==> src/opl_pkg.sv <==
// constants, register map and state types of the output pulse and limit
// alarm block; assumes a 40 MHz apb clock
package opl_pkg;

  // ==========================================================
  // timing
  localparam int CLK_PERIOD_NS = 25;
  localparam int STEP_MS       = 100;
  localparam int TICK_CYCLES   = STEP_MS * 1000000 / CLK_PERIOD_NS;
  localparam int SUP_FAIL_MS   = 3000;
  localparam logic [5:0] SUP_TICKS = 6'(SUP_FAIL_MS / STEP_MS);

  // ==========================================================
  // register byte addresses
  localparam logic [7:0] A_OUT_CFG0 = 8'h00;
  localparam logic [7:0] A_OUT_K0   = 8'h10;
  localparam logic [7:0] A_AO_MIN   = 8'h20;
  localparam logic [7:0] A_AO_MAX   = 8'h24;
  localparam logic [7:0] A_AO_GAIN  = 8'h28;
  localparam logic [7:0] A_AO_CFG   = 8'h2c;
  localparam logic [7:0] A_SP_CFG0  = 8'h30;
  localparam logic [7:0] A_SP_PERS  = 8'h38;
  localparam logic [7:0] A_SUP_CFG  = 8'h3c;
  localparam logic [7:0] A_STATUS   = 8'h40;
  localparam logic [7:0] A_MASK     = 8'h44;
  localparam logic [7:0] A_STATE    = 8'h48;
  localparam logic [7:0] A_AO_VAL   = 8'h4c;

  // ==========================================================
  // field positions of an output config word
  localparam int OC_EN   = 0;
  localparam int OC_LINE = 1;
  localparam int OC_ON   = 3;
  localparam int OC_OFF  = 11;
  localparam int OC_SRCB = 19;
  localparam int OC_SRCE = 20;
  // setpoint config word
  localparam int SC_UPPER = 16;
  localparam int SC_EN    = 17;
  localparam int SC_ARCH  = 18;
  localparam int SC_ERR   = 19;
  localparam int SC_CALL  = 20;

  // ==========================================================
  // values
  localparam logic [15:0] AO_LOW_UA  = 16'h0fa0;
  localparam logic [15:0] AO_HIGH_UA = 16'h4e20;
  localparam logic [39:0] ACC_ONE    = 40'h0000000100;
  localparam logic [15:0] K_RESET    = 16'h0100;

  typedef enum logic [1:0] {
    PH_IDLE = 2'b00,
    PH_ON   = 2'b01,
    PH_OFF  = 2'b11
  } opl_ph_t;

  typedef struct packed {
    logic [31:0]        tick_cnt;
    logic               tick;
    logic [3:0][20:0]   out_cfg;
    logic [3:0][15:0]   out_k;
    logic [3:0][39:0]   acc;
    opl_ph_t [3:0]      ph;
    logic [3:0][7:0]    ph_cnt;
    logic [15:0]        ao_min;
    logic [15:0]        ao_max;
    logic [15:0]        ao_gain;
    logic [2:0]         ao_cfg;
    logic [15:0]        ao_val;
    logic [1:0][20:0]   sp_cfg;
    logic [1:0][7:0]    sp_pers;
    logic [1:0][8:0]    sp_cnt;
    logic [1:0]         sp_alarm;
    logic [2:0]         sup_cfg;
    logic [5:0]         sup_cnt;
    logic               sup_alarm;
    logic [2:0]         status;
    logic [2:0]         mask;
    logic               irq;
    logic [3:0]         lines;
    logic               archive_req;
    logic               call_req;
    logic               error_flag;
    logic [31:0]        prdata;
    logic               pready;
    logic               pslverr;
  } opl_state_t;

endpackage : opl_pkg

==> src/opl_top.sv <==
// pulse outputs, current-loop value and limit/supply alarms behind apb
// assumes increments and quantities synchronous to pclk
//
// Design decisions made here: the address map and the APB register port.
`timescale 1ns/1ps
module opl_top
  import opl_pkg::*;
#(
  parameter int TICK_LEN = TICK_CYCLES
)(
  input  wire logic        pclk,
  input  wire logic        presetn,
  input  wire logic        psel,
  input  wire logic        penable,
  input  wire logic        pwrite,
  input  wire logic [7:0]  paddr,
  input  wire logic [31:0] pwdata,
  output logic      [31:0] prdata,
  output logic             pready,
  output logic             pslverr,
  input  wire logic        inc_valid,
  input  wire logic [15:0] base_volume_increment_ch1,
  input  wire logic [15:0] error_base_volume_increment_ch1,
  input  wire logic [15:0] base_flow_ch1,
  input  wire logic [15:0] pressure_ch1,
  input  wire logic        ext_supply_ok,
  output logic             digital_out_line_1,
  output logic             digital_out_line_2,
  output logic             digital_out_line_3,
  output logic             digital_out_line_4,
  output logic      [15:0] analogue_output_value,
  output logic             archive_req,
  output logic             call_req,
  output logic             error_flag,
  output logic             irq
);

  opl_state_t s;
  opl_state_t n;

  function automatic logic [7:0] f_steps(input logic [7:0] m);
    f_steps = (m <= 8'h01) ? 8'h01 : m;
  endfunction : f_steps

  // ==========================================================
  // next state
  logic        wr;
  logic        setup;
  logic        hit;
  logic [31:0] rd;
  logic [16:0] src;
  logic [39:0] prod;
  logic        start;
  logic [1:0][15:0] q;
  logic        exceed;
  logic [2:0]  set;
  logic [16:0] diff;
  logic [31:0] scaled;
  logic [16:0] ao_sum;

  always_comb
  begin
    n = s;
    wr = psel && penable && pwrite && s.pready;
    setup = psel && !penable;
    hit = 1'b1;
    rd = '0;
    set = '0;
    src = '0;
    prod = '0;
    start = 1'b0;
    exceed = 1'b0;
    diff = '0;
    scaled = '0;
    ao_sum = '0;
    q[0] = pressure_ch1;
    q[1] = base_flow_ch1;
    n.archive_req = 1'b0;
    n.call_req = 1'b0;
    n.pready = 1'b0;
    n.pslverr = 1'b0;

    // 0.1 s timebase
    n.tick = s.tick_cnt >= 32'(TICK_LEN - 1);
    n.tick_cnt = n.tick ? 32'h0 : s.tick_cnt + 32'h1;

    // register decode; reads latch in setup, writes land in access
    case (paddr)
      A_AO_MIN:  rd = {16'h0, s.ao_min};
      A_AO_MAX:  rd = {16'h0, s.ao_max};
      A_AO_GAIN: rd = {16'h0, s.ao_gain};
      A_AO_CFG:  rd = {29'h0, s.ao_cfg};
      A_SP_PERS: rd = {16'h0, s.sp_pers[1], s.sp_pers[0]};
      A_SUP_CFG: rd = {29'h0, s.sup_cfg};
      A_STATUS:  rd = {29'h0, s.status};
      A_MASK:    rd = {29'h0, s.mask};
      A_STATE:   rd = {20'h0, s.sup_alarm, s.sp_alarm, s.error_flag,
                       s.ph[3][0], s.ph[2][0], s.ph[1][0], s.ph[0][0],
                       s.lines};
      A_AO_VAL:  rd = {16'h0, s.ao_val};
      default:
      begin
        hit = 1'b0;
        for (int i = 0; i < 4; i++)
        begin
          if (paddr == A_OUT_CFG0 + 8'(4 * i))
          begin
            hit = 1'b1;
            rd = {11'h0, s.out_cfg[i]};
            if (wr) n.out_cfg[i] = pwdata[20:0];
          end
          if (paddr == A_OUT_K0 + 8'(4 * i))
          begin
            hit = 1'b1;
            rd = {16'h0, s.out_k[i]};
            if (wr) n.out_k[i] = pwdata[15:0];
          end
        end
        for (int j = 0; j < 2; j++)
          if (paddr == A_SP_CFG0 + 8'(4 * j))
          begin
            hit = 1'b1;
            rd = {11'h0, s.sp_cfg[j]};
            if (wr) n.sp_cfg[j] = pwdata[20:0];
          end
      end
    endcase
    if (wr)
      case (paddr)
        A_AO_MIN:  n.ao_min = pwdata[15:0];
        A_AO_MAX:  n.ao_max = pwdata[15:0];
        A_AO_GAIN: n.ao_gain = pwdata[15:0];
        A_AO_CFG:  n.ao_cfg = pwdata[2:0];
        A_SP_PERS: n.sp_pers = pwdata[15:0];
        A_SUP_CFG: n.sup_cfg = pwdata[2:0];
        A_MASK:    n.mask = pwdata[2:0];
        default:   ;
      endcase
    if (setup)
    begin
      n.pready = 1'b1;
      n.prdata = hit ? rd : 32'h0;
      n.pslverr = !hit;
    end

    // pulse outputs
    for (int i = 0; i < 4; i++)
    begin
      src = (s.out_cfg[i][OC_SRCB] ? {1'b0, base_volume_increment_ch1}
                                   : 17'h0)
          + (s.out_cfg[i][OC_SRCE] ? {1'b0, error_base_volume_increment_ch1}
                                   : 17'h0);
      prod = inc_valid ? 40'(src) * 40'(s.out_k[i]) : 40'h0;
      start = 1'b0;
      case (s.ph[i])
        PH_IDLE:
          if (s.tick && s.out_cfg[i][OC_EN] && s.acc[i][39:8] != '0)
          begin
            start = 1'b1;
            n.ph[i] = PH_ON;
            n.ph_cnt[i] = f_steps(s.out_cfg[i][OC_ON +: 8]);
          end
        PH_ON:
          if (s.tick)
          begin
            if (s.ph_cnt[i] <= 8'h01)
            begin
              n.ph[i] = PH_OFF;
              n.ph_cnt[i] = f_steps(s.out_cfg[i][OC_OFF +: 8]);
            end
            else
              n.ph_cnt[i] = s.ph_cnt[i] - 8'h01;
          end
        PH_OFF:
          if (s.tick)
          begin
            if (s.ph_cnt[i] > 8'h01)
              n.ph_cnt[i] = s.ph_cnt[i] - 8'h01;
            else if (s.out_cfg[i][OC_EN] && s.acc[i][39:8] != '0)
            begin
              start = 1'b1;
              n.ph[i] = PH_ON;
              n.ph_cnt[i] = f_steps(s.out_cfg[i][OC_ON +: 8]);
            end
            else
              n.ph[i] = PH_IDLE;
          end
        default: n.ph[i] = PH_IDLE;
      endcase
      n.acc[i] = s.acc[i] + prod - (start ? ACC_ONE : 40'h0);
    end

    // line routing; a line given to the current loop takes no pulses
    n.lines = '0;
    for (int i = 0; i < 4; i++)
      if (n.ph[i] == PH_ON && n.out_cfg[i][OC_EN] &&
          !(n.ao_cfg[0] && n.ao_cfg[2:1] == n.out_cfg[i][OC_LINE +: 2]))
        n.lines[n.out_cfg[i][OC_LINE +: 2]] = 1'b1;

    // current loop target in microamps
    if (base_flow_ch1 <= s.ao_min)
      n.ao_val = AO_LOW_UA;
    else if (base_flow_ch1 >= s.ao_max)
      n.ao_val = AO_HIGH_UA;
    else
    begin
      diff = {1'b0, base_flow_ch1} - {1'b0, s.ao_min};
      scaled = 32'(diff) * 32'(s.ao_gain);
      ao_sum = {1'b0, AO_LOW_UA} + {1'b0, scaled[31:16]};
      n.ao_val = (ao_sum > {1'b0, AO_HIGH_UA}) ? AO_HIGH_UA : ao_sum[15:0];
    end

    // setpoints
    n.error_flag = 1'b0;
    for (int j = 0; j < 2; j++)
    begin
      exceed = s.sp_cfg[j][SC_EN] &&
               (s.sp_cfg[j][SC_UPPER] ? q[j] > s.sp_cfg[j][15:0]
                                      : q[j] < s.sp_cfg[j][15:0]);
      if (!exceed)
        n.sp_cnt[j] = '0;
      else if (s.tick && s.sp_cnt[j] != 9'h1ff)
        n.sp_cnt[j] = s.sp_cnt[j] + 9'h001;
      n.sp_alarm[j] = exceed && s.sp_cnt[j] > {1'b0, s.sp_pers[j]};
      if (n.sp_alarm[j] && !s.sp_alarm[j])
      begin
        set[j] = 1'b1;
        n.archive_req = n.archive_req | s.sp_cfg[j][SC_ARCH];
        n.call_req = n.call_req | s.sp_cfg[j][SC_CALL];
      end
      if (n.sp_alarm[j] && s.sp_cfg[j][SC_ERR])
        n.error_flag = 1'b1;
    end

    // external supply
    if (ext_supply_ok)
      n.sup_cnt = '0;
    else if (s.tick && s.sup_cnt != 6'h3f)
      n.sup_cnt = s.sup_cnt + 6'h01;
    n.sup_alarm = !ext_supply_ok && s.sup_cnt > SUP_TICKS;
    if (n.sup_alarm && !s.sup_alarm)
    begin
      set[2] = 1'b1;
      n.archive_req = n.archive_req | s.sup_cfg[0];
      n.call_req = n.call_req | s.sup_cfg[2];
    end
    if (n.sup_alarm && s.sup_cfg[1])
      n.error_flag = 1'b1;

    // sticky status, set beats write-one-to-clear
    n.status = (s.status & ~((wr && paddr == A_STATUS) ? pwdata[2:0]
                                                       : 3'h0)) | set;
    n.irq = |(n.status & n.mask);
  end

  // ==========================================================
  // state register
  always_ff @(posedge pclk or negedge presetn)
  begin
    if (!presetn)
    begin
      s <= '0;
      s.out_k <= {4{K_RESET}};
      s.ao_val <= AO_LOW_UA;
    end
    else
      s <= n;
  end

  assign prdata = s.prdata;
  assign pready = s.pready;
  assign pslverr = s.pslverr;
  assign digital_out_line_1 = s.lines[0];
  assign digital_out_line_2 = s.lines[1];
  assign digital_out_line_3 = s.lines[2];
  assign digital_out_line_4 = s.lines[3];
  assign analogue_output_value = s.ao_val;
  assign archive_req = s.archive_req;
  assign call_req = s.call_req;
  assign error_flag = s.error_flag;
  assign irq = s.irq;
endmodule : opl_top

==> config.mk <==
export PLATFORM = sky130hd
export DESIGN_NAME = opl_top
export DESIGN_NICKNAME = d
export VERILOG_FILES = /design/src/opl_pkg.sv /design/src/opl_top.sv
export SDC_FILE = /design/constraint.sdc
export NUM_CORES = 2
export LEC_CHECK = 0
export BUFFER_PORTS_ARGS = -buffer_cell sky130_fd_sc_hd__clkbuf_2
export CAP_MARGIN = 10
export CORE_MARGIN = 2
export CORE_UTILIZATION = 24
export DETAILED_ROUTE_END_ITERATION = 6
export SYNTH_ARGS = -nofsm -noshare
export SYNTH_HDL_FRONTEND = slang
export SYNTH_SLANG_ARGS = --single-unit
==> constraint.sdc <==
create_clock -name pclk -period 10.75 [get_ports pclk]
set_input_delay 0.5375 -clock pclk [delete_from_list [all_inputs] [get_ports pclk]]
set_output_delay 0.5375 -clock pclk [all_outputs]
set_load 0.005 [all_outputs]
==> impl_metrics.sql <==
INSERT INTO impl_metrics (metric_group, metric, value, unit) VALUES
('outcome', 'outcome', 'finished clean', ''),
('critical_path', 'critical_path_required', '11370', 'ps'),
('logic_synthesis', 'syn-mean-instance-area', '8.76', 'µm²'),
('logic_synthesis', 'netlist_instances', '9791', ''),
('logic_synthesis', 'postSynth.asyncResetShare', '100', '%'),
('clock_network', 'clkTransAtPathRegs', '70', 'ps'),
('layout', 'final-instance-count-excl-fill', '15200', ''),
('clock_network', 'htree_levels', '3', ''),
('global_routing', 'pin_count_of_the_biggest_net_entering_global_routing', '179', ''),
('critical_path', 'crit_path_frequent_cell', 'fa_1', ''),
('detailed_routing', 'detail_route.wirelength', '251000', 'µm'),
('sta', 'clock_skew', '39.6', 'ps'),
('pwr', 'cellLeakagePower', '50.6', 'nW'),
('logic_synthesis', 'synth_warnings', '0', ''),
('sta', 'timing.setup.tns', '0', 'ps'),
('min_path', 'worst_hold_path.endpoint', 's[49]', ''),
('clock_network', 'clock_latency', '730', 'ps'),
('global_routing', 'grt_pass1_wl', '395000', 'µm'),
('critical_path', 'worstReg2RegEnd', 's[318]', ''),
('placement', 'hpwl', '200000', 'µm'),
('logic_synthesis', 'synth-edff-count', '0', ''),
('floorplanning', 'core_region_area', '356000', 'µm²'),
('sta', 'tightest_slew', '1250', 'ps'),
('clock_network', 'number_of_buffers_inserted_during_clock_tree_synthesis', '74', ''),
('global_routing', 'first_global_vias', '69200', ''),
('floorplanning', 'die_y', '602', 'µm'),
('layout', 'final-seq-area', '14400', 'µm²'),
('pwr', 'cellPowerDensity', '126', 'nW/µm²'),
('detailed_routing', 'drt-wirelength-per-cell', '16.6', 'µm'),
('critical_path', 'endpoint_kind', 'register', ''),
('logic_synthesis', 'postSynthRegisterBits', '573', ''),
('layout', 'layout_cells_sized_above_1', '15.2', '%'),
('placement', 'place.detailed.instances', '14900', ''),
('sta', 'finalHoldViolCount', '0', ''),
('layout', 'area_growth', '17.1', '%'),
('detailed_routing', 'drtAntennaViolNets', '0', ''),
('detailed_routing', 'detail_route.iter0.violations', '4061', ''),
('clock_network', 'clock_tree_from_tritoncts', 'done', ''),
('clock_network', 'root_buffer_master', 'clkbuf_16', ''),
('placement', 'place.gp.congestion', '0.944', ''),
('layout', 'layout_fillers', '37800', ''),
('critical_path', 'slowest_stage', 'fa_1', ''),
('min_path', 'worst_hold_startpoint', 'ext_supply_ok', ''),
('sta', 'fmaxAchievable', '93.3', 'MHz'),
('detailed_routing', 'drt_pass1_iterations', '7', ''),
('global_routing', 'grt_util_all_layers', '13.7', '%'),
('clock_network', 'clock_tree.buffer_depth', '3', ''),
('placement', 'buffer_ports.inserted', '146', ''),
('logic_synthesis', 'syn_area', '85800', 'µm²'),
('logic_synthesis', 'flip_flop_cell_with_the_highest_count_after_synthesis', 'dfrtp_1', ''),
('sta', 'final.min_clock_period', '10720', 'ps'),
('sta', 'max_slew_violation_total_from_the_final_report', '0', ''),
('global_routing', 'grt.overflow.total', '0', ''),
('min_path', 'worstHoldPathCells', '2', ''),
('floorplanning', 'die_area', '362000', 'µm²'),
('layout', 'area_of_combinational_cells_with_multiple_inputs', '64200', 'µm²'),
('sta', 'timing.final.crit_share', '99.7', '%'),
('critical_path', 'start_of_the_worst_register_to_register_path', 's[508]', ''),
('critical_path', 'worst_r2r_path_depth', '53', ''),
('layout', 'nNetsFinal', '12500', ''),
('clock_network', 'sink_count_of_the_clock_tree', '573', ''),
('critical_path', 'critPathKind', 'reg2reg', ''),
('floorplanning', 'top_level_ports', '169', ''),
('critical_path', 'critPathBufInv', '7', ''),
('critical_path', 'cp_slowest_stage_delay', '610', 'ps'),
('detailed_routing', 'via_count', '68400', ''),
('pwr', 'ir_drop', '111', 'µV'),
('critical_path', 'worst-r2r-setup-slack', '30', 'ps'),
('logic_synthesis', 'netlist-cell-type-count', '98', ''),
('floorplanning', 'die_width', '602', 'µm'),
('detailed_routing', 'post_route_drc', '0', '');
[registers in the layout, summed over array words and instances (netlist names)]
register and count:
pready 1, error_flag 1, prdata 21, call_req 1, archive_req 1, irq 1, analogue_output_value 16, digital_out_line_2 1
digital_out_line_3 1, pslverr 1, s 526, digital_out_line_4 1, digital_out_line_1 1
[power breakdown]
| group | total [mW] | switching (mW) | internal (mW) |
|---|---|---|---|
| sequential | 2.88 | 0.266 | 2.62 |
| clock | 2.62 | 1.11 | 1.52 |
| combinational | 7.20 | 3.71 | 3.49 |
| total | 12.7 | 5.09 | 7.62 |
[through the flow]
| step | cell area (µm²) | hold slack [ps] | setup slack [ps] | util, % |
|---|---|---|---|---|
| after floorplan | 86000 | 242 | 9.01 | - |
| final | 100000 | 110 | 32.3 | 28.2 |
| after global routing | 100000 | 113 | -514 | 28.2 |
| after CTS | 98600 | 74.6 | -281 | 27.7 |
| after detailed placement | 95700 | 459 | -794 | 26.9 |
| after global placement | 95700 | 460 | -743 | 26.9 |
[how the worst max path moves through the flow]
stage                                                  start  endpoint  depth (start not counted)  slack [ps]
after global routing                                  s[508]    s[322]                         52        -510
after CTS                                             s[508]    s[322]                         51        -280
after detailed placement  error_base_volume_increment_ch1[0]    s[282]                         48        -790
after global placement    error_base_volume_increment_ch1[0]    s[282]                         48        -740
final                                                 s[508]    s[318]                         53          30
after floorplan           error_base_volume_increment_ch1[0]    s[282]                         47           9
[cell usage in the layout (no fill, tap or decap), types with 94 or more instances in the layout]
cell type  Yosys  routed
inv_1       1902    1878
nor2_1       406     393
mux2_2       256     256
ha_1         987     955
buf_4         49     682
and2_1       686     676
nand3_1      100      98
xor2_1       117     115
fa_1        1047    1035
xnor2_1      260     241
nand2_1     1143    1131
clkbuf_2       0     144
nor2b_1      100      94
a21o_1       169     169
dfrtp_1      563     562
o21ai_0      229     191
a21oi_1      393     338
[cell type report]
class	count	share of cell area, %
diodes	15	0.0374
clock buffers	101	2.10
clock inverters	28	0.418
inverters	1902	7.11
multi-input cells	6921	63.9
flip-flops and latches	573	14.3
well taps	4751	5.92
repair buffers	860	6.26
[repair_timing]
item | in CTS | in global routing
gates resized for setup | 73 | 303
cloned | 0 | 1
endpoints found under the setup margin | 35 | 65
endpoints found under the hold margin | 55 | 0
pin swaps | 49 | 277
hold buffers | 1 | 0
buffers inserted | 13 | 72
[Yosys cell counts (14+ instances only)]
library cell	n	area (µm²)
mux2_2	256	2880
inv_1	1902	7140
nor4_1	44	275
dfrtp_1	563	14100
a21boi_0	19	143
nand3_1	100	500
o21ai_0	229	1150
nand3b_1	14	105
ha_1	987	12300
and2_1	686	4290
a22oi_1	70	526
and3_1	36	225
buf_1	30	113
nor2_1	406	1520
clkbuf_1	330	1240
buf_4	49	368
xnor2_1	260	2280
fa_1	1047	21000
xor2_1	117	1020
a211oi_1	28	210
nor3_1	87	435
nand2_1	1143	4290
mux2i_1	17	170
a221oi_1	45	394
o31ai_1	18	135
a31oi_1	73	457
nand4_1	48	300
a21oi_1	393	1970
o21bai_1	62	465
a21o_1	169	1270
o211ai_1	15	113
or3_1	23	144
o21a_1	61	458
nand2b_1	89	557
nor2b_1	100	626
[worst reg2reg max path, delay by kind of cell, from the launching register on]
family	cells	cell delay (ps)
adder cells (fa/ha/maj)	11	4240
buffers and inverters	7	510
XOR/XNOR	2	270
AND/OR/NAND/NOR	10	1470
AO/OA/AOI/OAI	23	3730
flip-flops	1	410
[kinds of logic (layout without fill, tap and decap cells)]
| logic type | after synthesis | in the layout | share of synthesized area, % |
|---|---|---|---|
| buf+inv | 2318 | 2891 | 10.4 |
| simple gates | 2849 | 2849 | 16.2 |
| compound gates | 1366 | 1366 | 10.5 |
| flops | 573 | 573 | 16.7 |
| mux | 273 | 273 | 3.56 |
| fa+ha+maj | 2034 | 2034 | 38.8 |
| xor+xnor | 377 | 377 | 3.85 |
| other cells | 1 | 37 | 0.00437 |
[per-layer routing]
layer	vias up	GRT usage [%]	wire length, µm
li1	32200	-	-
met1	33900	17.5	107000
met2	1822	23.0	119000
met3	558	1.60	12200
met4	4	6.52	12600
met5	-	0	22
No activity file was read; power rests on OpenSTA's default activity.
